<file path="config.mk">
export PLATFORM = sky130hd
export DESIGN_NAME = ldc_dim_regs
export DESIGN_NICKNAME = d
export VERILOG_FILES = /design/src/ldc_pkg.sv /design/src/ldc_lane_if.sv /design/src/ldc_lane_guard.sv /design/src/ldc_dim_regs.sv
export SDC_FILE = /design/constraint.sdc
export NUM_CORES = 1
export LEC_CHECK = 0
export BUFFER_PORTS_ARGS = -buffer_cell sky130_fd_sc_hd__clkbuf_2
export CORE_MARGIN = 2
export CORE_UTILIZATION = 40
export CTS_CLUSTER_SIZE = 25
export DETAILED_ROUTE_END_ITERATION = 8
export MAX_ROUTING_LAYER = met4
export PLACE_DENSITY = 0.63
export RECOVER_POWER = 100
export REMOVE_ABC_BUFFERS = 1
export SLEW_MARGIN = 25
export SYNTH_ARGS = -nofsm -noshare
export SYNTH_HDL_FRONTEND = slang
export SYNTH_SLANG_ARGS = --single-unit
</file>
<file path="constraint.sdc">
create_clock -name mclk -period 2.7 [get_ports mclk]
set_clock_uncertainty 0.05 [all_clocks]
set_input_delay 0.54 -clock mclk [delete_from_list [all_inputs] [get_ports mclk]]
set_output_delay 0.54 -clock mclk [all_outputs]
set_load 0.02 [all_outputs]
</file>
<file path="src/ldc_pkg.sv">
// constants for the dc dimming, configuration and string mask registers
// assumes byte wide registers reached by smbus write byte and read byte cycles
package ldc_pkg;
    localparam int DATA_W = 8;
    localparam int LANE_COUNT = 8;
    localparam int SYNC_STAGES = 3;

    // ----------------------------------------
    // register offsets (command codes)
    // ----------------------------------------
    localparam logic [7:0] OFF_DC_LEVEL = 8'h07;
    localparam logic [7:0] OFF_CONFIG = 8'h08;
    localparam logic [7:0] OFF_LANE_MASK = 8'h09;

    // ----------------------------------------
    // values after reset and for unmapped reads
    // ----------------------------------------
    localparam logic [7:0] DC_LEVEL_RESET = 8'hff;
    localparam logic [7:0] CONFIG_RESET = 8'hff;
    localparam logic [7:0] LANE_MASK_RESET = 8'hff;
    localparam logic [7:0] READ_UNMAPPED = 8'h00;

    // ----------------------------------------
    // configuration field positions
    // ----------------------------------------
    localparam int SHORT_SEL_LSB = 0;
    localparam int SHORT_SEL_W = 2;
    localparam int FREQ_SEL_BIT = 2;

    // ----------------------------------------
    // bus engine counts
    // ----------------------------------------
    localparam logic [3:0] BITS_PER_BYTE = 4'h8;

    typedef enum logic [3:0] {
        ST_IDLE = 4'b0000,
        ST_ADDR = 4'b0001,
        ST_ADDR_ACK = 4'b0011,
        ST_CMD = 4'b0010,
        ST_CMD_ACK = 4'b0110,
        ST_WDATA = 4'b0111,
        ST_WDATA_ACK = 4'b0101,
        ST_RDATA = 4'b0100,
        ST_RDATA_ACK = 4'b1100
    } ldc_state_t;
endpackage

</file>
<file path="src/ldc_lane_if.sv">
// per-string signals between the register engine and the string guard
// assumes both ends run on mclk
`timescale 1ns/10ps
interface ldc_lane_if;
    logic [ldc_pkg::LANE_COUNT-1:0] lane_enable_bits;
    logic [ldc_pkg::LANE_COUNT-1:0] lane_on;

    modport regs (output lane_enable_bits, input lane_on);
    modport guard (input lane_enable_bits, output lane_on);
endinterface

</file>
<file path="src/ldc_lane_guard.sv">
// per-string fault latch and current sink enable
// assumes lane_fault pins are asynchronous to mclk
`timescale 1ns/10ps
module ldc_lane_guard (
    input wire logic mclk,
    input wire logic rst,
    input wire logic [ldc_pkg::LANE_COUNT-1:0] lane_fault,
    ldc_lane_if.guard lif
);
    import ldc_pkg::*;

    // ----------------------------------------
    // one guard per string
    // ----------------------------------------
    genvar i;
    generate
        for (i = 0; i < LANE_COUNT; i++) begin : g_lane
            logic f1, f2, f3, fault_lvl, latched;

            always_ff @(posedge mclk) begin
                if (rst) begin
                    f1 <= 1'b0;
                    f2 <= 1'b0;
                    f3 <= 1'b0;
                    fault_lvl <= 1'b0;
                end else begin
                    f1 <= lane_fault[i];
                    f2 <= f1;
                    f3 <= f2;
                    if (f2 == f3) begin
                        fault_lvl <= f3;
                    end
                end
            end

            // fault holds until the string is disabled
            always_ff @(posedge mclk) begin
                if (rst) begin
                    latched <= 1'b0;
                end else if (!lif.lane_enable_bits[i]) begin
                    latched <= 1'b0;
                end else if (fault_lvl) begin
                    latched <= 1'b1;
                end
            end

            always_ff @(posedge mclk) begin
                if (rst) begin
                    lif.lane_on[i] <= LANE_MASK_RESET[i];
                end else begin
                    lif.lane_on[i] <= lif.lane_enable_bits[i] & ~latched & ~fault_lvl;
                end
            end
        end
    endgenerate
endmodule

</file>
<file path="src/ldc_dim_regs.sv">
// smbus register slave for dc dimming level, configuration and string mask
// assumes an external open-drain sda wire resolved from sda_oe, scl input only
`timescale 1ns/10ps
module ldc_dim_regs #(
    parameter logic [6:0] DEV_ADDR = 7'h2c, // arbitrary value
    parameter logic [1:0] SC_CODE_OFF = 2'b00,
    parameter logic [1:0] SC_CODE_LOW = 2'b01
) (
    input wire logic mclk,
    input wire logic rst,
    input wire logic scl,
    input wire logic sda_in,
    output logic sda_out,
    output logic sda_oe,
    input wire logic [ldc_pkg::LANE_COUNT-1:0] lane_fault,
    output logic [ldc_pkg::DATA_W-1:0] dc_level,
    output logic short_detect_en,
    output logic short_thresh_high,
    output logic boost_freq_high,
    output logic [ldc_pkg::LANE_COUNT-1:0] lane_on
);
    import ldc_pkg::*;

    logic [1:0] sy1, sy2, sy3, filt, filt_d;
    logic scl_rise, scl_fall, sda_hi, bus_start, bus_stop;
    ldc_state_t state;
    logic [3:0] bit_cnt;
    logic [7:0] shreg, ptr, wdata, rd_data, config_reg;
    logic is_read, wr_stb;
    logic [1:0] short_threshold_sel;
    logic switch_freq_sel;

    ldc_lane_if lif ();

    // ----------------------------------------
    // pin synchronisers, bit 0 scl, bit 1 sda
    // ----------------------------------------
    always_ff @(posedge mclk) begin
        if (rst) begin
            sy1 <= 2'h3;
            sy2 <= 2'h3;
            sy3 <= 2'h3;
            filt <= 2'h3;
            filt_d <= 2'h3;
        end else begin
            sy1 <= {sda_in, scl};
            sy2 <= sy1;
            sy3 <= sy2;
            filt <= (~(sy2 ^ sy3) & sy3) | ((sy2 ^ sy3) & filt);
            filt_d <= filt;
        end
    end

    assign scl_rise = filt[0] & ~filt_d[0];
    assign scl_fall = ~filt[0] & filt_d[0];
    assign sda_hi = filt[1];
    assign bus_start = filt[0] & filt_d[0] & filt_d[1] & ~filt[1];
    assign bus_stop = filt[0] & filt_d[0] & ~filt_d[1] & filt[1];

    // ----------------------------------------
    // byte engine
    // ----------------------------------------
    always_ff @(posedge mclk) begin
        if (rst) begin
            state <= ST_IDLE;
            bit_cnt <= 4'h0;
            shreg <= 8'h00;
            ptr <= 8'h00;
            wdata <= 8'h00;
            is_read <= 1'b0;
            wr_stb <= 1'b0;
            sda_oe <= 1'b0;
        end else begin
            wr_stb <= 1'b0;
            if (bus_start) begin
                state <= ST_ADDR;
                bit_cnt <= 4'h0;
                sda_oe <= 1'b0;
            end else if (bus_stop) begin
                state <= ST_IDLE;
                sda_oe <= 1'b0;
            end else begin
                case (state)
                    ST_ADDR, ST_CMD, ST_WDATA: begin
                        if (scl_rise) begin
                            shreg <= {shreg[6:0], sda_hi};
                            bit_cnt <= bit_cnt + 4'h1;
                        end else if (scl_fall && bit_cnt == BITS_PER_BYTE) begin
                            bit_cnt <= 4'h0;
                            if (state == ST_ADDR) begin
                                if (shreg[7:1] == DEV_ADDR) begin
                                    is_read <= shreg[0];
                                    sda_oe <= 1'b1;
                                    state <= ST_ADDR_ACK;
                                end else begin
                                    state <= ST_IDLE;
                                end
                            end else if (state == ST_CMD) begin
                                ptr <= shreg;
                                sda_oe <= 1'b1;
                                state <= ST_CMD_ACK;
                            end else begin
                                wdata <= shreg;
                                wr_stb <= 1'b1;
                                sda_oe <= 1'b1;
                                state <= ST_WDATA_ACK;
                            end
                        end
                    end
                    ST_ADDR_ACK: begin
                        if (scl_fall) begin
                            if (is_read) begin
                                shreg <= rd_data;
                                sda_oe <= ~rd_data[7];
                                state <= ST_RDATA;
                            end else begin
                                sda_oe <= 1'b0;
                                state <= ST_CMD;
                            end
                        end
                    end
                    ST_CMD_ACK, ST_WDATA_ACK: begin
                        if (scl_fall) begin
                            sda_oe <= 1'b0;
                            state <= ST_WDATA;
                        end
                    end
                    ST_RDATA: begin
                        if (scl_rise) begin
                            bit_cnt <= bit_cnt + 4'h1;
                        end else if (scl_fall) begin
                            if (bit_cnt == BITS_PER_BYTE) begin
                                bit_cnt <= 4'h0;
                                sda_oe <= 1'b0;
                                state <= ST_RDATA_ACK;
                            end else begin
                                shreg <= {shreg[6:0], 1'b0};
                                sda_oe <= ~shreg[6];
                            end
                        end
                    end
                    ST_RDATA_ACK: begin
                        if (scl_rise) begin
                            state <= ST_IDLE;
                        end
                    end
                    default: begin
                        state <= ST_IDLE;
                    end
                endcase
            end
        end
    end

    // sda is only ever pulled low
    always_ff @(posedge mclk) begin
        sda_out <= 1'b0;
    end

    // ----------------------------------------
    // register writes
    // ----------------------------------------
    always_ff @(posedge mclk) begin
        if (rst) begin
            dc_level <= DC_LEVEL_RESET;
            config_reg <= CONFIG_RESET;
            lif.lane_enable_bits <= LANE_MASK_RESET;
        end else if (wr_stb) begin
            if (ptr == OFF_DC_LEVEL) begin
                dc_level <= wdata;
            end else if (ptr == OFF_CONFIG) begin
                config_reg <= wdata;
            end else if (ptr == OFF_LANE_MASK) begin
                lif.lane_enable_bits <= wdata;
            end
        end
    end

    // ----------------------------------------
    // read mux
    // ----------------------------------------
    always_comb begin
        if (ptr == OFF_DC_LEVEL) begin
            rd_data = dc_level;
        end else if (ptr == OFF_CONFIG) begin
            rd_data = config_reg;
        end else if (ptr == OFF_LANE_MASK) begin
            rd_data = lif.lane_on;
        end else begin
            rd_data = READ_UNMAPPED;
        end
    end

    // ----------------------------------------
    // configuration decode to analog controls
    // ----------------------------------------
    assign short_threshold_sel = config_reg[SHORT_SEL_LSB +: SHORT_SEL_W];
    assign switch_freq_sel = config_reg[FREQ_SEL_BIT];

    always_ff @(posedge mclk) begin
        if (rst) begin
            short_detect_en <= CONFIG_RESET[SHORT_SEL_LSB +: SHORT_SEL_W] != SC_CODE_OFF;
            short_thresh_high <= CONFIG_RESET[SHORT_SEL_LSB +: SHORT_SEL_W] != SC_CODE_OFF
                && CONFIG_RESET[SHORT_SEL_LSB +: SHORT_SEL_W] != SC_CODE_LOW;
            boost_freq_high <= CONFIG_RESET[FREQ_SEL_BIT];
        end else begin
            short_detect_en <= short_threshold_sel != SC_CODE_OFF;
            short_thresh_high <= short_threshold_sel != SC_CODE_OFF
                && short_threshold_sel != SC_CODE_LOW;
            boost_freq_high <= switch_freq_sel;
        end
    end

    ldc_lane_guard u_guard (
        .mclk(mclk),
        .rst(rst),
        .lane_fault(lane_fault),
        .lif(lif)
    );

    assign lane_on = lif.lane_on;
endmodule

</file>
==> results.yml <==
timing:
  drv_slew: 75
  post-route-min-period_ns: 2.45
  finalSetupViolations: 0
  worst_slew_margin_rel: -0.0179
  tightest_slew_ns: 1.53
  tns_ns: 0
  rsz0062_at_grt: "false"
  post-route-period-util: 0.906
  max_freq_mhz: 409
  finalHoldViolations: 0
routing:
  drc: 0
  totalWireLength_mm: 10.6
  drt_iter0_markers: 222
  vias: 3804
  firstDrtPassIters: 4
  ant_nets: 0
  wire_per_inst_um: 14.7
  vias_per_cell: 5.29
layout:
  fin_area_mm2: 0.00572
  area_delta_synth_final_pct: 16.7
  drive_above_1_share: 0.114
  nNetsFinal: 576
  num_antenna_cells: 0
  layout_common_cells: "dfxtp_1, nand2_1, nor2_1"
  layout_commonest_cell: "dfxtp_1"
critical_path:
  required_ns: 2.89
  critPathTopFamily: "simple AND/OR/NAND/NOR gates"
  slowest_delay_ns: 0.58
  crit_buf_inv: 1
  path_class: "flip-flop to flip-flop"
  cp_cell_sequence: "inv_1 -> ha_1 -> a2111oi_2 -> and4_1 -> mux2i_1 -> nor2_1"
  startpoint_type: "flip-flop"
  cp_max_fo: 14
  crit_path_end_kind: "flip-flop"
  arrival_ns: 2.64
  critPathSlowestCell: "and4_1"
logic_synthesis:
  ys_seq_elements: 120
  yosysTopAreaCell: "dfxtp_1"
  synth_edf_count: 0
  yosysSeqAreaShare: 0.490
  ys_types: 63
  synth_area_per_cell_um2: 9.26
  yosys-top-cells-area: "dfxtp_1, mux2i_1, nand2_1"
  synthCells: 529
  synth_top_area_frac: 0.490
  synth_area_mm2: 0.00490
  synth_flop_cell: "dfxtp_1"
  yosys_warnings: 0
  ys_async_sr_fraction: 0
outcome:
  status: "finished with violations"
  failed_checks: "capacitance limit, slew limit"
global_route:
  grt_pass1_wl_mm: 17.5
  antenna_found_initial: 0
  gr-usage-all-layers: 0.178
  overflow: 0
  grt_pass1_vias: 3560
  grt_max_degree: 39
cts:
  cts_tree: "done"
  cts_hold_buf: 0
  clk_pin_slew_ns: 0.05
  clock_latency_ns: 0.41
  clock_sinks: 120
  clock_path_buffers: 2
  cts-root-buf: "clkbuf_16"
  cts_buffers: 17
  cts-resized-gates: 0
  htreeDepth: 4
  postCtsSetupRepairBufs: 0
floorplanning:
  initial_core_util: 0.410
  dieArea_mm2: 0.0131
  core_area_mm2: 0.0120
  ios: 33
  num_rows: 40
  die_height_um: 115
  die_w_um: 115
place:
  hpwl_mm: 7.08
  postPlaceCellArea_mm2: 0.00519
  place_congestion: 0.870
  io_buffers: 31
hold_path:
  min_path_type: "input port to flip-flop"
power_and_ir_drop:
  pwr_density_cell_mw_per_mm2: 717
  power.leakage_nw: 2.29
  ir_worst_vdd_v: 0.000485
job:
  cap_violations: 2
power breakdown:
group / leakage [nW] / total, W / switching (W) / internal [W]
clock: 0.289 / 0.00224 / 0.000765 / 0.00147
sequential: 0.973 / 0.00180 / 0.00000684 / 0.00179
combinational: 1.03 / 0.0000599 / 0.0000399 / 0.0000200
total: 2.29 / 0.00410 / 0.000812 / 0.00329
stage by stage:
stage / worst slack (ns) / power (W) / instances / utilization / hold WS (ns)
after floorplan: 0.488 / 0.00186 / 494 / - / 0.339
after global placement: 0.405 / 0.00190 / 687 / 0.434 / 0.345
after detailed placement: 0.342 / 0.00190 / 687 / 0.434 / 0.348
after CTS: 0.324 / 0.00414 / 719 / 0.484 / 0.251
after global routing: 0.0846 / 0.00423 / 719 / 0.478 / 0.258
final: 0.254 / 0.00410 / 719 / 0.478 / 0.260
metal layers:
layer  up-vias  track usage  part of all wire
met5         -            -                 0
met4         0       0.0780             0.023
met3        21       0.0572             0.047
met2        72        0.263              0.46
met1      1801        0.222              0.47
li1       1910            -                 -
cells in the mapped netlist, drive strengths merged, types with 2 or more instances:
cell type	number
a2111oi	2
a211o	2
a211oi	4
a21boi	2
a21o	3
a21oi	23
a311o	6
a31oi	6
and3	4
and4	2
and4b	2
buf	17
clkbuf	18
dfxtp	120
ha	5
inv	10
mux2	2
mux2i	36
nand2	76
nand2b	3
nand3	17
nand3b	3
nand4	11
nand4b	11
nor2	44
nor2b	29
nor3	2
nor3b	11
nor4	2
nor4bb	2
o211ai	5
o21ai	15
o22ai	3
o311a	2
o311ai	2
or2	9
xor2	2
kinds of logic after synthesis:
logic type | Yosys count | share of synthesized area
mux | 38 | 0.0782
simple gates | 234 | 0.256
flops | 120 | 0.490
buf+inv | 46 | 0.0409
xor+xnor | 3 | 0.00817
compound gates | 82 | 0.113
fa+ha+maj | 5 | 0.0128
other cells | 1 | 0.000766
path summary, 6_finish.rpt:
path	startpoint	to	slack, ns	cells after the start
min	sda_in	sy1[1]$_SDFF_PP1_	0.26	2
max reg2reg	filt_d[0]$_SDFF_PP1_	ptr[6]$_SDFFE_PP0P_	0.25	6
max	filt_d[0]$_SDFF_PP1_	ptr[6]$_SDFFE_PP0P_	0.25	6
min reg2reg	sy1[0]$_SDFF_PP1_	sy2[0]$_SDFF_PP1_	0.36	1
worst reg2reg max path, delay by kind of cell, from the launching register on:
kind                       cells  cell delay [ns]
AOI/OAI and AO/OA              1             0.57
adders and majority gates      1             0.36
buffers and inverters          1             0.05
DFF                            1             0.35
muxes                          1             0.26
and+or+nand+nor                2             0.63
layout make-up:
cell class,count,area [um2]
timing repair buffer,46,215
clock inverter,7,90.1
multi-input combinational,363,2280
sequential,120,2400
tap,147,184
inverter,11,41.3
clock buffer,25,505
fill,1121,6240
No activity file was read; power rests on OpenSTA's default activity.
